### src/rtl/irq_consts.vh
// Constants for the two-level interrupt handler
// Behaviour
// - Source event sets pending flag regardless
// - Enabled pending flag requests long vector call
// - Global enable bit 7 gates everything
// - Flags raised while disabled stay pending
// - Each source has its own enable
// - Flag still set after return re-requests
// - Software write of one acts like event
// - Fifteen sources, reset highest precedence
// - Two levels, high preempts low only
// - High first, then lowest index wins
// - Sample every cycle, best response seven
// - One instruction after return before call
// - Worst response nineteen cycles
// - Equal or higher routine holds off request
// - Vectors 0x0003 plus eight per index
// - External and timer0/1 flags auto clear
// - Multi-flag sources request on any flag
`ifndef IRQ_CONSTS_VH
`define IRQ_CONSTS_VH
`define IRQ_NUM_SRC        15
`define IRQ_GLOBAL_EN_BIT  7
`define IRQ_EN_BASIC_RST   8'h00
`define IRQ_EN_EXT_RST     8'h00
`define IRQ_PRI_BASIC_RST  8'h80
`define IRQ_PRI_EXT_RST    8'h00
`define IRQ_VEC_BASE       16'h0003
`define IRQ_VEC_STEP_SHIFT 3
`define IRQ_RESET_VEC      16'h0000
`define IRQ_AUTOCLR_MASK   15'h000f
`define IRQ_DETECT_CYC     1
`define IRQ_CALL_CYC       5
`endif

### src/rtl/irq_arbiter.v
// Two-level fixed-order arbiter for the interrupt handler
`timescale 1ns/1ps
`default_nettype none
module irq_arbiter #(
  parameter N = 15
) (
  // Requests
  input  wire [N-1:0] i_req,
  input  wire [N-1:0] i_high,
  // Result
  output reg          o_valid,
  output reg          o_is_high,
  output reg  [3:0]   o_index
);
  integer k;
  reg found_hi;
  reg found_lo;
  reg [3:0] idx_hi;
  reg [3:0] idx_lo;
  // ----------------------------------------
  // Priority scan
  // ----------------------------------------
  always @* begin
    found_hi = 1'b0;
    found_lo = 1'b0;
    idx_hi   = 4'h0;
    idx_lo   = 4'h0;
    for (k = N - 1; k >= 0; k = k - 1) begin
      if (i_req[k] && i_high[k]) begin
        found_hi = 1'b1;
        idx_hi   = k[3:0];
      end
      if (i_req[k] && !i_high[k]) begin
        found_lo = 1'b1;
        idx_lo   = k[3:0];
      end
    end
    o_valid   = found_hi | found_lo;
    o_is_high = found_hi;
    o_index   = found_hi ? idx_hi : idx_lo;
  end
endmodule // irq_arbiter
`default_nettype wire

### src/rtl/irq_handler.v
// Two-level interrupt handler: enables, priorities, arbitration, vector call
`timescale 1ns/1ps
`default_nettype none
`include "irq_consts.vh"
module irq_handler #(
  parameter N = `IRQ_NUM_SRC
) (
  // Clock, reset, enable
  input  wire         I_CORE_CLK,
  input  wire         I_RST_N,
  input  wire         I_CE,
  // Source events, one per order index
  input  wire [N-1:0] I_SRC_EVENT,
  // Extra flag levels of multi-flag sources
  input  wire [N-1:0] I_SRC_LEVEL,
  // Software pending-flag writes
  input  wire [N-1:0] I_PEND_WR_EN,
  input  wire [N-1:0] I_PEND_WR_VAL,
  // Enable and priority register writes
  input  wire         I_EN_BASIC_WE,
  input  wire         I_EN_EXT_WE,
  input  wire         I_PRI_BASIC_WE,
  input  wire         I_PRI_EXT_WE,
  input  wire [7:0]   I_WDATA,
  // Sequencer status
  input  wire         I_INSTR_DONE,
  input  wire         I_RETURN_DONE,
  input  wire         I_CALL_ACK,
  // Register read-back
  output wire [7:0]   O_EN_BASIC,
  output wire [7:0]   O_EN_EXT,
  output wire [7:0]   O_PRI_BASIC,
  output wire [7:0]   O_PRI_EXT,
  output wire [N-1:0] O_PENDING,
  // Vector request
  output wire         O_CALL_REQ,
  output reg  [15:0]  O_CALL_VECTOR,
  output wire [1:0]   O_IN_SERVICE
);
  localparam ST_IDLE = 2'd0;
  localparam ST_CALL = 2'd1;
  localparam ST_HOLD = 2'd2;

  reg  [7:0]   en_basic_q;
  reg  [7:0]   en_ext_q;
  reg  [6:0]   pri_basic_q;
  reg  [7:0]   pri_ext_q;
  reg  [1:0]   state_q;
  reg  [1:0]   state_d;
  reg          lvl_lo_q;
  reg          lvl_hi_q;
  reg  [3:0]   sel_q;
  reg          sel_hi_q;
  reg  [15:0]  vec_d;
  reg  [N-1:0] auto_clr;
  wire [N-1:0] auto_mask;
  wire [N-1:0] flag;
  wire [N-1:0] any_flag;
  wire [N-1:0] src_en;
  wire [N-1:0] src_high;
  wire [N-1:0] req;
  wire         arb_valid;
  wire         arb_high;
  wire [3:0]   arb_index;
  wire         can_take;
  integer      k;

  // ----------------------------------------
  // Configuration registers
  // ----------------------------------------
  always @(posedge I_CORE_CLK or negedge I_RST_N) begin
    if (!I_RST_N) begin
      en_basic_q  <= `IRQ_EN_BASIC_RST;
      en_ext_q    <= `IRQ_EN_EXT_RST;
      pri_basic_q <= 7'h00;
      pri_ext_q   <= `IRQ_PRI_EXT_RST;
    end else if (I_CE) begin
      if (I_EN_BASIC_WE) begin
        en_basic_q <= I_WDATA;
      end
      if (I_EN_EXT_WE) begin
        en_ext_q <= I_WDATA;
      end
      if (I_PRI_BASIC_WE) begin
        pri_basic_q <= I_WDATA[6:0];
      end
      if (I_PRI_EXT_WE) begin
        pri_ext_q <= I_WDATA;
      end
    end
  end

  assign O_EN_BASIC  = en_basic_q;
  assign O_EN_EXT    = en_ext_q;
  assign O_PRI_BASIC = `IRQ_PRI_BASIC_RST | {1'b0, pri_basic_q};
  assign O_PRI_EXT   = pri_ext_q;

  // ----------------------------------------
  // Pending flags
  // ----------------------------------------
  assign auto_mask = `IRQ_AUTOCLR_MASK;

  always @* begin
    auto_clr = {N{1'b0}};
    if (I_CALL_ACK && (state_q == ST_CALL)) begin
      for (k = 0; k < N; k = k + 1) begin
        if (sel_q == k[3:0]) begin
          auto_clr[k] = auto_mask[k];
        end
      end
    end
  end

  irq_pending #(
    .N (N)
  ) u_pending (
    .i_clk      (I_CORE_CLK),
    .i_rst_n    (I_RST_N),
    .i_ce       (I_CE),
    .i_event    (I_SRC_EVENT),
    .i_wr_en    (I_PEND_WR_EN),
    .i_wr_val   (I_PEND_WR_VAL),
    .i_auto_clr (auto_clr),
    .o_flag     (flag)
  );

  assign O_PENDING = flag;
  assign any_flag  = flag | I_SRC_LEVEL;

  // ----------------------------------------
  // Enable and level gating
  // ----------------------------------------
  assign src_en   = {en_ext_q, en_basic_q[6:0]};
  assign src_high = {pri_ext_q, pri_basic_q};
  assign req      = en_basic_q[`IRQ_GLOBAL_EN_BIT] ? (any_flag & src_en) : {N{1'b0}};

  irq_arbiter #(
    .N (N)
  ) u_arb (
    .i_req     (req),
    .i_high    (src_high),
    .o_valid   (arb_valid),
    .o_is_high (arb_high),
    .o_index   (arb_index)
  );

  // Preemption by in-service levels
  assign can_take = arb_valid && !lvl_hi_q && (arb_high || !lvl_lo_q);

  always @* begin
    vec_d = `IRQ_VEC_BASE + ({12'h000, arb_index} << `IRQ_VEC_STEP_SHIFT);
  end

  // ----------------------------------------
  // Vector sequencing
  // ----------------------------------------
  always @* begin
    state_d = state_q;
    case (state_q)
      ST_IDLE: begin
        if (I_RETURN_DONE) begin
          state_d = ST_HOLD;
        end else if (can_take && I_INSTR_DONE) begin
          state_d = ST_CALL;
        end
      end
      ST_HOLD: begin
        if (I_INSTR_DONE && can_take) begin
          state_d = ST_CALL;
        end else if (I_INSTR_DONE) begin
          state_d = ST_IDLE;
        end
      end
      ST_CALL: begin
        if (I_CALL_ACK) begin
          state_d = ST_IDLE;
        end
      end
      default: begin
        state_d = ST_IDLE;
      end
    endcase
  end

  always @(posedge I_CORE_CLK or negedge I_RST_N) begin
    if (!I_RST_N) begin
      state_q       <= ST_IDLE;
      sel_q         <= 4'h0;
      sel_hi_q      <= 1'b0;
      O_CALL_VECTOR <= `IRQ_RESET_VEC;
      lvl_lo_q      <= 1'b0;
      lvl_hi_q      <= 1'b0;
    end else if (I_CE) begin
      state_q <= state_d;
      if ((state_q != ST_CALL) && (state_d == ST_CALL)) begin
        sel_q         <= arb_index;
        sel_hi_q      <= arb_high;
        O_CALL_VECTOR <= vec_d;
      end
      if ((state_q == ST_CALL) && I_CALL_ACK) begin
        if (sel_hi_q) begin
          lvl_hi_q <= 1'b1;
        end else begin
          lvl_lo_q <= 1'b1;
        end
      end else if (I_RETURN_DONE) begin
        if (lvl_hi_q) begin
          lvl_hi_q <= 1'b0;
        end else begin
          lvl_lo_q <= 1'b0;
        end
      end
    end
  end

  assign O_CALL_REQ   = (state_q == ST_CALL);
  assign O_IN_SERVICE = {lvl_hi_q, lvl_lo_q};
endmodule // irq_handler
`default_nettype wire

### src/rtl/irq_pending.v
// Pending flag bank with hardware set, software write and auto clear
`timescale 1ns/1ps
`default_nettype none
module irq_pending #(
  parameter N = 15
) (
  // Clock and reset
  input  wire         i_clk,
  input  wire         i_rst_n,
  input  wire         i_ce,
  // Set and clear sources
  input  wire [N-1:0] i_event,
  input  wire [N-1:0] i_wr_en,
  input  wire [N-1:0] i_wr_val,
  input  wire [N-1:0] i_auto_clr,
  // Flags
  output wire [N-1:0] o_flag
);
  reg [N-1:0] flag_q;
  genvar g;
  // ----------------------------------------
  // Per-source flag
  // ----------------------------------------
  generate
    for (g = 0; g < N; g = g + 1) begin : g_flag
      always @(posedge i_clk or negedge i_rst_n) begin
        if (!i_rst_n) begin
          flag_q[g] <= 1'b0;
        end else if (i_ce) begin
          if (i_event[g]) begin
            flag_q[g] <= 1'b1;
          end else if (i_wr_en[g]) begin
            flag_q[g] <= i_wr_val[g];
          end else if (i_auto_clr[g]) begin
            flag_q[g] <= 1'b0;
          end
        end
      end
    end
  endgenerate
  assign o_flag = flag_q;
endmodule // irq_pending
`default_nettype wire

### config.mk
export PLATFORM = sky130hd
export DESIGN_NAME = irq_handler
export DESIGN_NICKNAME = d
export VERILOG_FILES = /design/src/rtl/irq_arbiter.v /design/src/rtl/irq_handler.v /design/src/rtl/irq_pending.v
export VERILOG_INCLUDE_DIRS = /design/src /design/src/rtl
export SDC_FILE = /design/constraint.sdc
export NUM_CORES = 1
export LEC_CHECK = 0
export ABC_AREA = 1
export BUFFER_PORTS_ARGS = -buffer_cell sky130_fd_sc_hd__buf_2
export CORE_ASPECT_RATIO = 2
export CORE_MARGIN = 2
export CORE_UTILIZATION = 30
export CTS_CLUSTER_SIZE = 14
export DETAILED_ROUTE_END_ITERATION = 16
export MAX_ROUTING_LAYER = met4
export PLACE_DENSITY = 0.51
export SLEW_MARGIN = 0
export SYNTH_ARGS = -nofsm -noshare
export SYNTH_HDL_FRONTEND = slang
export SYNTH_HIERARCHICAL = 1
export SYNTH_SLANG_ARGS = --single-unit
export TNS_END_PERCENT = 30
### constraint.sdc
create_clock -name I_CORE_CLK -period 2.3 [get_ports I_CORE_CLK]
set_input_delay 0.46 -clock I_CORE_CLK [delete_from_list [all_inputs] [get_ports I_CORE_CLK]]
set_output_delay 0.46 -clock I_CORE_CLK [all_outputs]
set_load 0.02 [all_outputs]
==> Yosys cells after proc, flatten, opt, wreduce, memory -nomap -nowiden <==
Cells that the tools add are included.
{ "totals": {"reg_bits": 71, "output_inout_bits": 66, "word_cells": 257} }
{ "classes": {"add_sub_neg": 1, "n_eq_ne": 10, "mux": 125, "n_bitwise": 3, "n_reduce_logical": 93} }
{ "op_table": {"columns": ["cell", "count"], "rows": [
  ["4-bit two-way mux", 32],
  ["1-bit two-way mux", 86],
  ["3-bit nonzero test", 15],
  ["2-bit AND reduction", 20],
  ["1-bit logical AND", 35],
  ["1-bit zero test", 17],
  ["15-bit AND", 1],
  ["15-bit two-way mux", 1],
  ["15-bit OR", 1],
  ["2-bit two-way mux", 5],
  ["2-bit by 7-bit adder with 8-bit output, first input constant", 1],
  ["4-bit by 2-bit equality test with 1-bit output, second input constant", 2],
  ["2-bit case mux with 3 select lines", 1],
  ["2-bit by 1-bit equality test with 1-bit output, second input constant", 2],
  ["4-bit by 1-bit equality test with 1-bit output, second input constant", 1],
  ["4-bit zero test", 1],
  ["2-bit by 1-bit inequality test with 1-bit output, second input constant", 2],
  ["2-bit inequality test, second input constant", 2],
  ["4-bit AND reduction", 1],
  ["3-bit AND reduction", 1],
  ["2-bit equality test, second input constant", 1],
  ["2-bit zero test", 1],
  ["2-bit nonzero test", 1],
  ["1-bit logical OR", 1],
  ["1-bit OR", 1]
]} }

==> Longest topological paths before layout <==
{ "depth": {"ltp_word": 29, "depth_mapped": 21, "ltp_nobuf": 20} }

==> Hierarchy <==
The synthesis kept the hierarchy.
{ "by_module_without_submodules": {"columns": ["mod", "n_inst", "cells_each", "area_per_inst_um2", "seq_area_each_um2"], "rows": [
  ["irq_handler", 1, 234, 1969.4, 1026.0],
  ["irq_pending", 1, 123, 808.3, 375.4],
  ["irq_arbiter", 1, 122, 583.1, 0.0]
]} }

==> Least setup slack after synthesis <==
No wires, ideal clock.
{ "synth_path": {"kind": "reg-to-reg", "start": "reg en_basic_q[7] (netlist: O_EN_BASIC[7])", "end": "reg state_q[0]", "setup_ps": 117, "arrival_time_ps": 1873, "required_ps": 2183, "slack_ps": 310, "path_stages_with_launch": 16, "path_buffers": 1, "period_less_slack_ps": 1990, "path_cell_list": "dfrtp_1 -> inv_1 -> buf_2 -> nor2_1 -> nand2_2 -> nand2_2 -> nor2_4 -> nand4_4 -> nor2_4 -> nand4_1 -> nand2_1 -> inv_1 -> nand2_1 -> nor2_8 -> nor2_1 -> nor2_1"} }
{ "synth_rtl": {"columns": ["element", "line_no", "text"], "rows": [
  ["start: declaration", "irq_handler.v:44", "reg [7:0] en_basic_q;"],
  ["start signal: assignment", "irq_handler.v:73", "en_basic_q <= `IRQ_EN_BASIC_RST;"],
  ["15-bit two-way mux *", "irq_handler.v:135", "assign req = en_basic_q[`IRQ_GLOBAL_EN_BIT] ? (any_flag & src_en) : {N{1'b0}};"],
  ["net req[11]", "irq_handler.v:61", "wire [N-1:0] req;"],
  ["1-bit logical AND (on tied branches)", "irq_arbiter.v:29, irq_arbiter.v:33", null],
  ["1-bit two-way mux (on tied branches) (12 in series)", "irq_arbiter.v:29, irq_arbiter.v:33", null],
  ["1-bit OR *", "irq_arbiter.v:38", "o_valid = found_hi | found_lo;"],
  ["net arb_valid", "irq_handler.v:62", "wire arb_valid;"],
  ["1-bit logical AND * (2 in series)", "irq_handler.v:148", "assign can_take = arb_valid && !lvl_hi_q && (arb_high || !lvl_lo_q);"],
  ["1-bit logical AND *", "irq_handler.v:163, irq_handler.v:168", null],
  ["2-bit two-way mux", "irq_handler.v:163", "end else if (can_take && I_INSTR_DONE) begin"],
  ["2-bit two-way mux", "irq_handler.v:161", "if (I_RETURN_DONE) begin"],
  ["2-bit case mux with 3 select lines *", "irq_handler.v:159", "case (state_q)"],
  ["end signal: assignment", "irq_handler.v:194", "state_q <= state_d;"],
  ["end: declaration", "irq_handler.v:48", "reg [1:0] state_q;"]
]} }
The timed path passes the listed nets; every way through them passes the cells marked *.
A chain may end at the register's enable or synchronous reset.

==> Final worst setup path <==
{ "layout_path": {"start": "reg en_basic_q[7] (netlist: O_EN_BASIC[7])", "end": "reg sel_q[1]"} }
{ "layout_rtl": {"columns": ["element", "line_no", "text"], "rows": [
  ["15-bit two-way mux *", "irq_handler.v:135", null],
  ["net req[11]", "irq_handler.v:61", null],
  ["1-bit logical AND (on tied branches)", "irq_arbiter.v:29, irq_arbiter.v:33", null],
  ["1-bit two-way mux (on tied branches) (12 in series)", "irq_arbiter.v:29, irq_arbiter.v:33", null],
  ["1-bit OR *", "irq_arbiter.v:38", null],
  ["net arb_valid", "irq_handler.v:62", null],
  ["1-bit logical AND * (2 in series)", "irq_handler.v:148", null],
  ["1-bit logical AND *", "irq_handler.v:163, irq_handler.v:168", null],
  ["2-bit two-way mux", "irq_handler.v:163", null],
  ["2-bit two-way mux", "irq_handler.v:161", null],
  ["2-bit case mux with 3 select lines *", "irq_handler.v:159", null],
  ["2-bit by 1-bit equality test with 1-bit output *", "irq_handler.v:195", "if ((state_q != ST_CALL) && (state_d == ST_CALL)) begin"],
  ["1-bit logical AND *", "irq_handler.v:195", null],
  ["2-bit AND reduction (no source line) *", null, null],
  ["end signal: assignment", "irq_handler.v:196", "sel_q <= arb_index;"],
  ["end: declaration", "irq_handler.v:52", "reg [3:0] sel_q;"]
]} }
Marks and branches as above.

==> reports/qor.yml <==
clock-root-buffer: "clkbuf_16"
hold_class: "in -> async"
setup_viol_count_final: 0
dp_hpwl_mm: 8.377
globalRouteOverflowTotal: 0
leakage_nw: 2.504
dpl_worst_slack_ps: 84.28
period_share_pct: 87.69
cts.sinks: 56
vias: 3335
p_sw_mw: 1.232
remaining_drc_errors: 0
maxSlewViolCount: 0
grtUsageTotal_pct: 17.47
portBuffers: 132
cts_buffers: 5
hold_ws_ps: 154.0
synth.top_cell.area_share_pct: 41.70
clockBufferDepth: 2
fp-row-count: 54
cts_tree: "done"
max_freq_ghz: 0.4958
dieWidth_um: 78.84
vias_per_cell: 4.382
grt_pass1_wl_mm: 16.10
async_flop_share_pct: 100.0
dieHeight_um: 153.7
clkTransAtPathRegs_ps: 70
drt_first_iter_violations: 117
utilization_pct: 39.69
crit_path_start_kind: "flop"
synth_ff_type: "dfrtp_1"
ctsHoldBuffers: 0
ant_nets: 0
clkPwrFrac_pct: 26.7
ys_warn_count: 6
critical_path_class: "reg -> reg"
crit_required_ps: 2540
routedWlPerCell_um: 13.20
synth_cells: 479
num_antenna_cells: 0
p_per_area_nw_per_um2: 751.1
relSlewSlack_pct: 61.53
yosysSeqAreaShare_pct: 41.70
wl_mm: 10.04
fin_ws_ps: 283.2
synth_area_per_cell_sq_um: 7.016
hold_viol_final: 0
crit_fanout: 15
comb_power_share_pct: 33.2
finClkSkew_ps: 3.680
met2_usage_pct: 34.19
p_seq_share_pct: 40.1
yosysUniqueCellTypes: 31
grt_use_met1_pct: 17.88
worst_pin_slew_ps: 577.1
met3_usage_pct: 1.819
synth_top_area_cell: "dfrtp_1"
syn_to_final_growth_pct: 29.26
power.internal_mw: 2.031
peakVddDrop_mv: 0.3557
drive_above_1_share_pct: 27.70
sw_frac_of_total_pct: 37.76
arrival_ps: 2250
nNetsFinal: 698
start_util_pct: 30.70
synth_edf_count: 0
routabilityCongestion: 0.8688
rsz0062_at_grt: "no"
num-fill-cells: 1219
yosys-top-cells-area: "dfrtp_1, nand2_1, o21ai_0"
htree_levels: 2
antenna_found_initial: 0
period_minus_slack_ps: 2017
grt_pass1_vias: 3262
maxCapViolCount: 0
synth_area_sq_um: 3361
coreArea_sq_um: 10950
dieArea_sq_um: 12120
setup_tns_ps: 0
finalPower_mw: 3.263
ios: 144
dr.pass1.iters: 5
worst_setup_path_end_kind: "flop"
top_usage_layer: "met2"
grt_max_degree: 35
insertion_delay_ps: 300
ys_ff_latch: 56
status: "finished clean"
[routing by layer]
metal / routed length (um) / share of wire [%]
met1: 3665 / 36
met4: 135 / 1.3
met5: 0 / 0
met2: 5915 / 59
met3: 325 / 3.2
[layout by cell type, fill, tap and decap left out, types with 5 or more instances in the layout]
master / instances
dfrtp_1: 56
clkbuf_16: 5
o21ai_1: 15
buf_2: 132
nand2_2: 10
nand3_1: 12
nand2_1: 188
o21ai_0: 50
inv_1: 61
nor2_1: 26
nand2_4: 6
conb_1: 22
[critical path, cell delays in order (launching register included)]
cell and delay [ps]:
dfrtp_1 410, inv_1 60, buf_4 200, nor2_1 100
nand2_2 90, nand2_2 80, nor2_4 140, nand4_4 110
nor2_4 170, nand4_1 90, nand2_1 70, inv_1 30
nand2_1 150, nor2_8 60, nand2_4 80, nand2_1 50
nand2_1 60
[what timing repair did]
item                       4_1_cts  5_1_grt
resized for setup                0        1
setup endpoints to repair        0        7
buffers inserted                 0        0
[cells by family (layout without fill, tap and decap cells)]
kind of cell	after synthesis	in the layout	synth area share, %
simple gates	261	261	34.66
other cells	2	22	0.2235
flops	56	56	41.70
buf+inv	86	208	11.88
compound gates	74	74	11.54
[power by group through the flow]
stage          sequential [mW]  clock (mW)  combinational, mW
6_report                  1.31       0.872               1.08
5_1_grt                   1.34       0.941               1.21
4_1_cts                   1.31       0.898               1.10
3_5_place_dp              1.33           0               1.10
3_3_place_gp              1.33           0               1.08
2_1_floorplan             1.45           0              0.574
[worst paths after layout]
path	start	end	slack (ps)	cells after the start
setup / recovery	O_EN_BASIC[7]	sel_q[1]	280	16
hold / removal	I_RST_N	O_PRI_EXT[5]	150	1
setup reg to reg	O_EN_BASIC[7]	sel_q[1]	280	16
hold reg to reg	u_pending/o_flag[3]	u_pending/o_flag[3]	500	2
max in group asynchronous	I_RST_N	pri_basic_q[1]	1560	2
min in group I_CORE_CLK	I_SRC_EVENT[3]	u_pending/o_flag[3]	430	5
[synthesized netlist by cell type, types with 3 or more instances]
master   instances
nand2_1        188
inv_1           61
dfrtp_1         56
o21ai_0         50
nor2_1          26
buf_4           16
o21ai_1         15
nand3_1         12
nand2_2         10
buf_2            7
nand2_4          6
a21oi_1          4
nor4_1           4
nor2_4           3
[state kept, by name (all words and copies together) (netlist names)]
name              cells
O_EN_BASIC            8
sel_q                 3
lvl_lo_q              1
u_pending/o_flag     15
pri_basic_q           7
sel_hi_q              1
O_PRI_EXT             8
lvl_hi_q              1
O_CALL_VECTOR         2
state_q               2
O_EN_EXT              8
[metrics by stage]
stage | std cells | area, sq um
floorplan | 499 | 3436
global placement | 753 | 4175
detailed placement | 753 | 4175
CTS | 761 | 4339
global route | 761 | 4344
finish | 761 | 4344
[layout make-up]
type                       instances  area [sq um]  area share, %
clock buffer                       6         128.9          2.967
clock inverter                     2         35.03         0.8065
inverter                          62         232.7          5.357
multi-input combinational        357          1640          37.76
sequential                        56          1401          32.26
tap                              140         175.2          4.032
timing repair buffer             138         730.7          16.82
(Power assumes the default switching activity.)
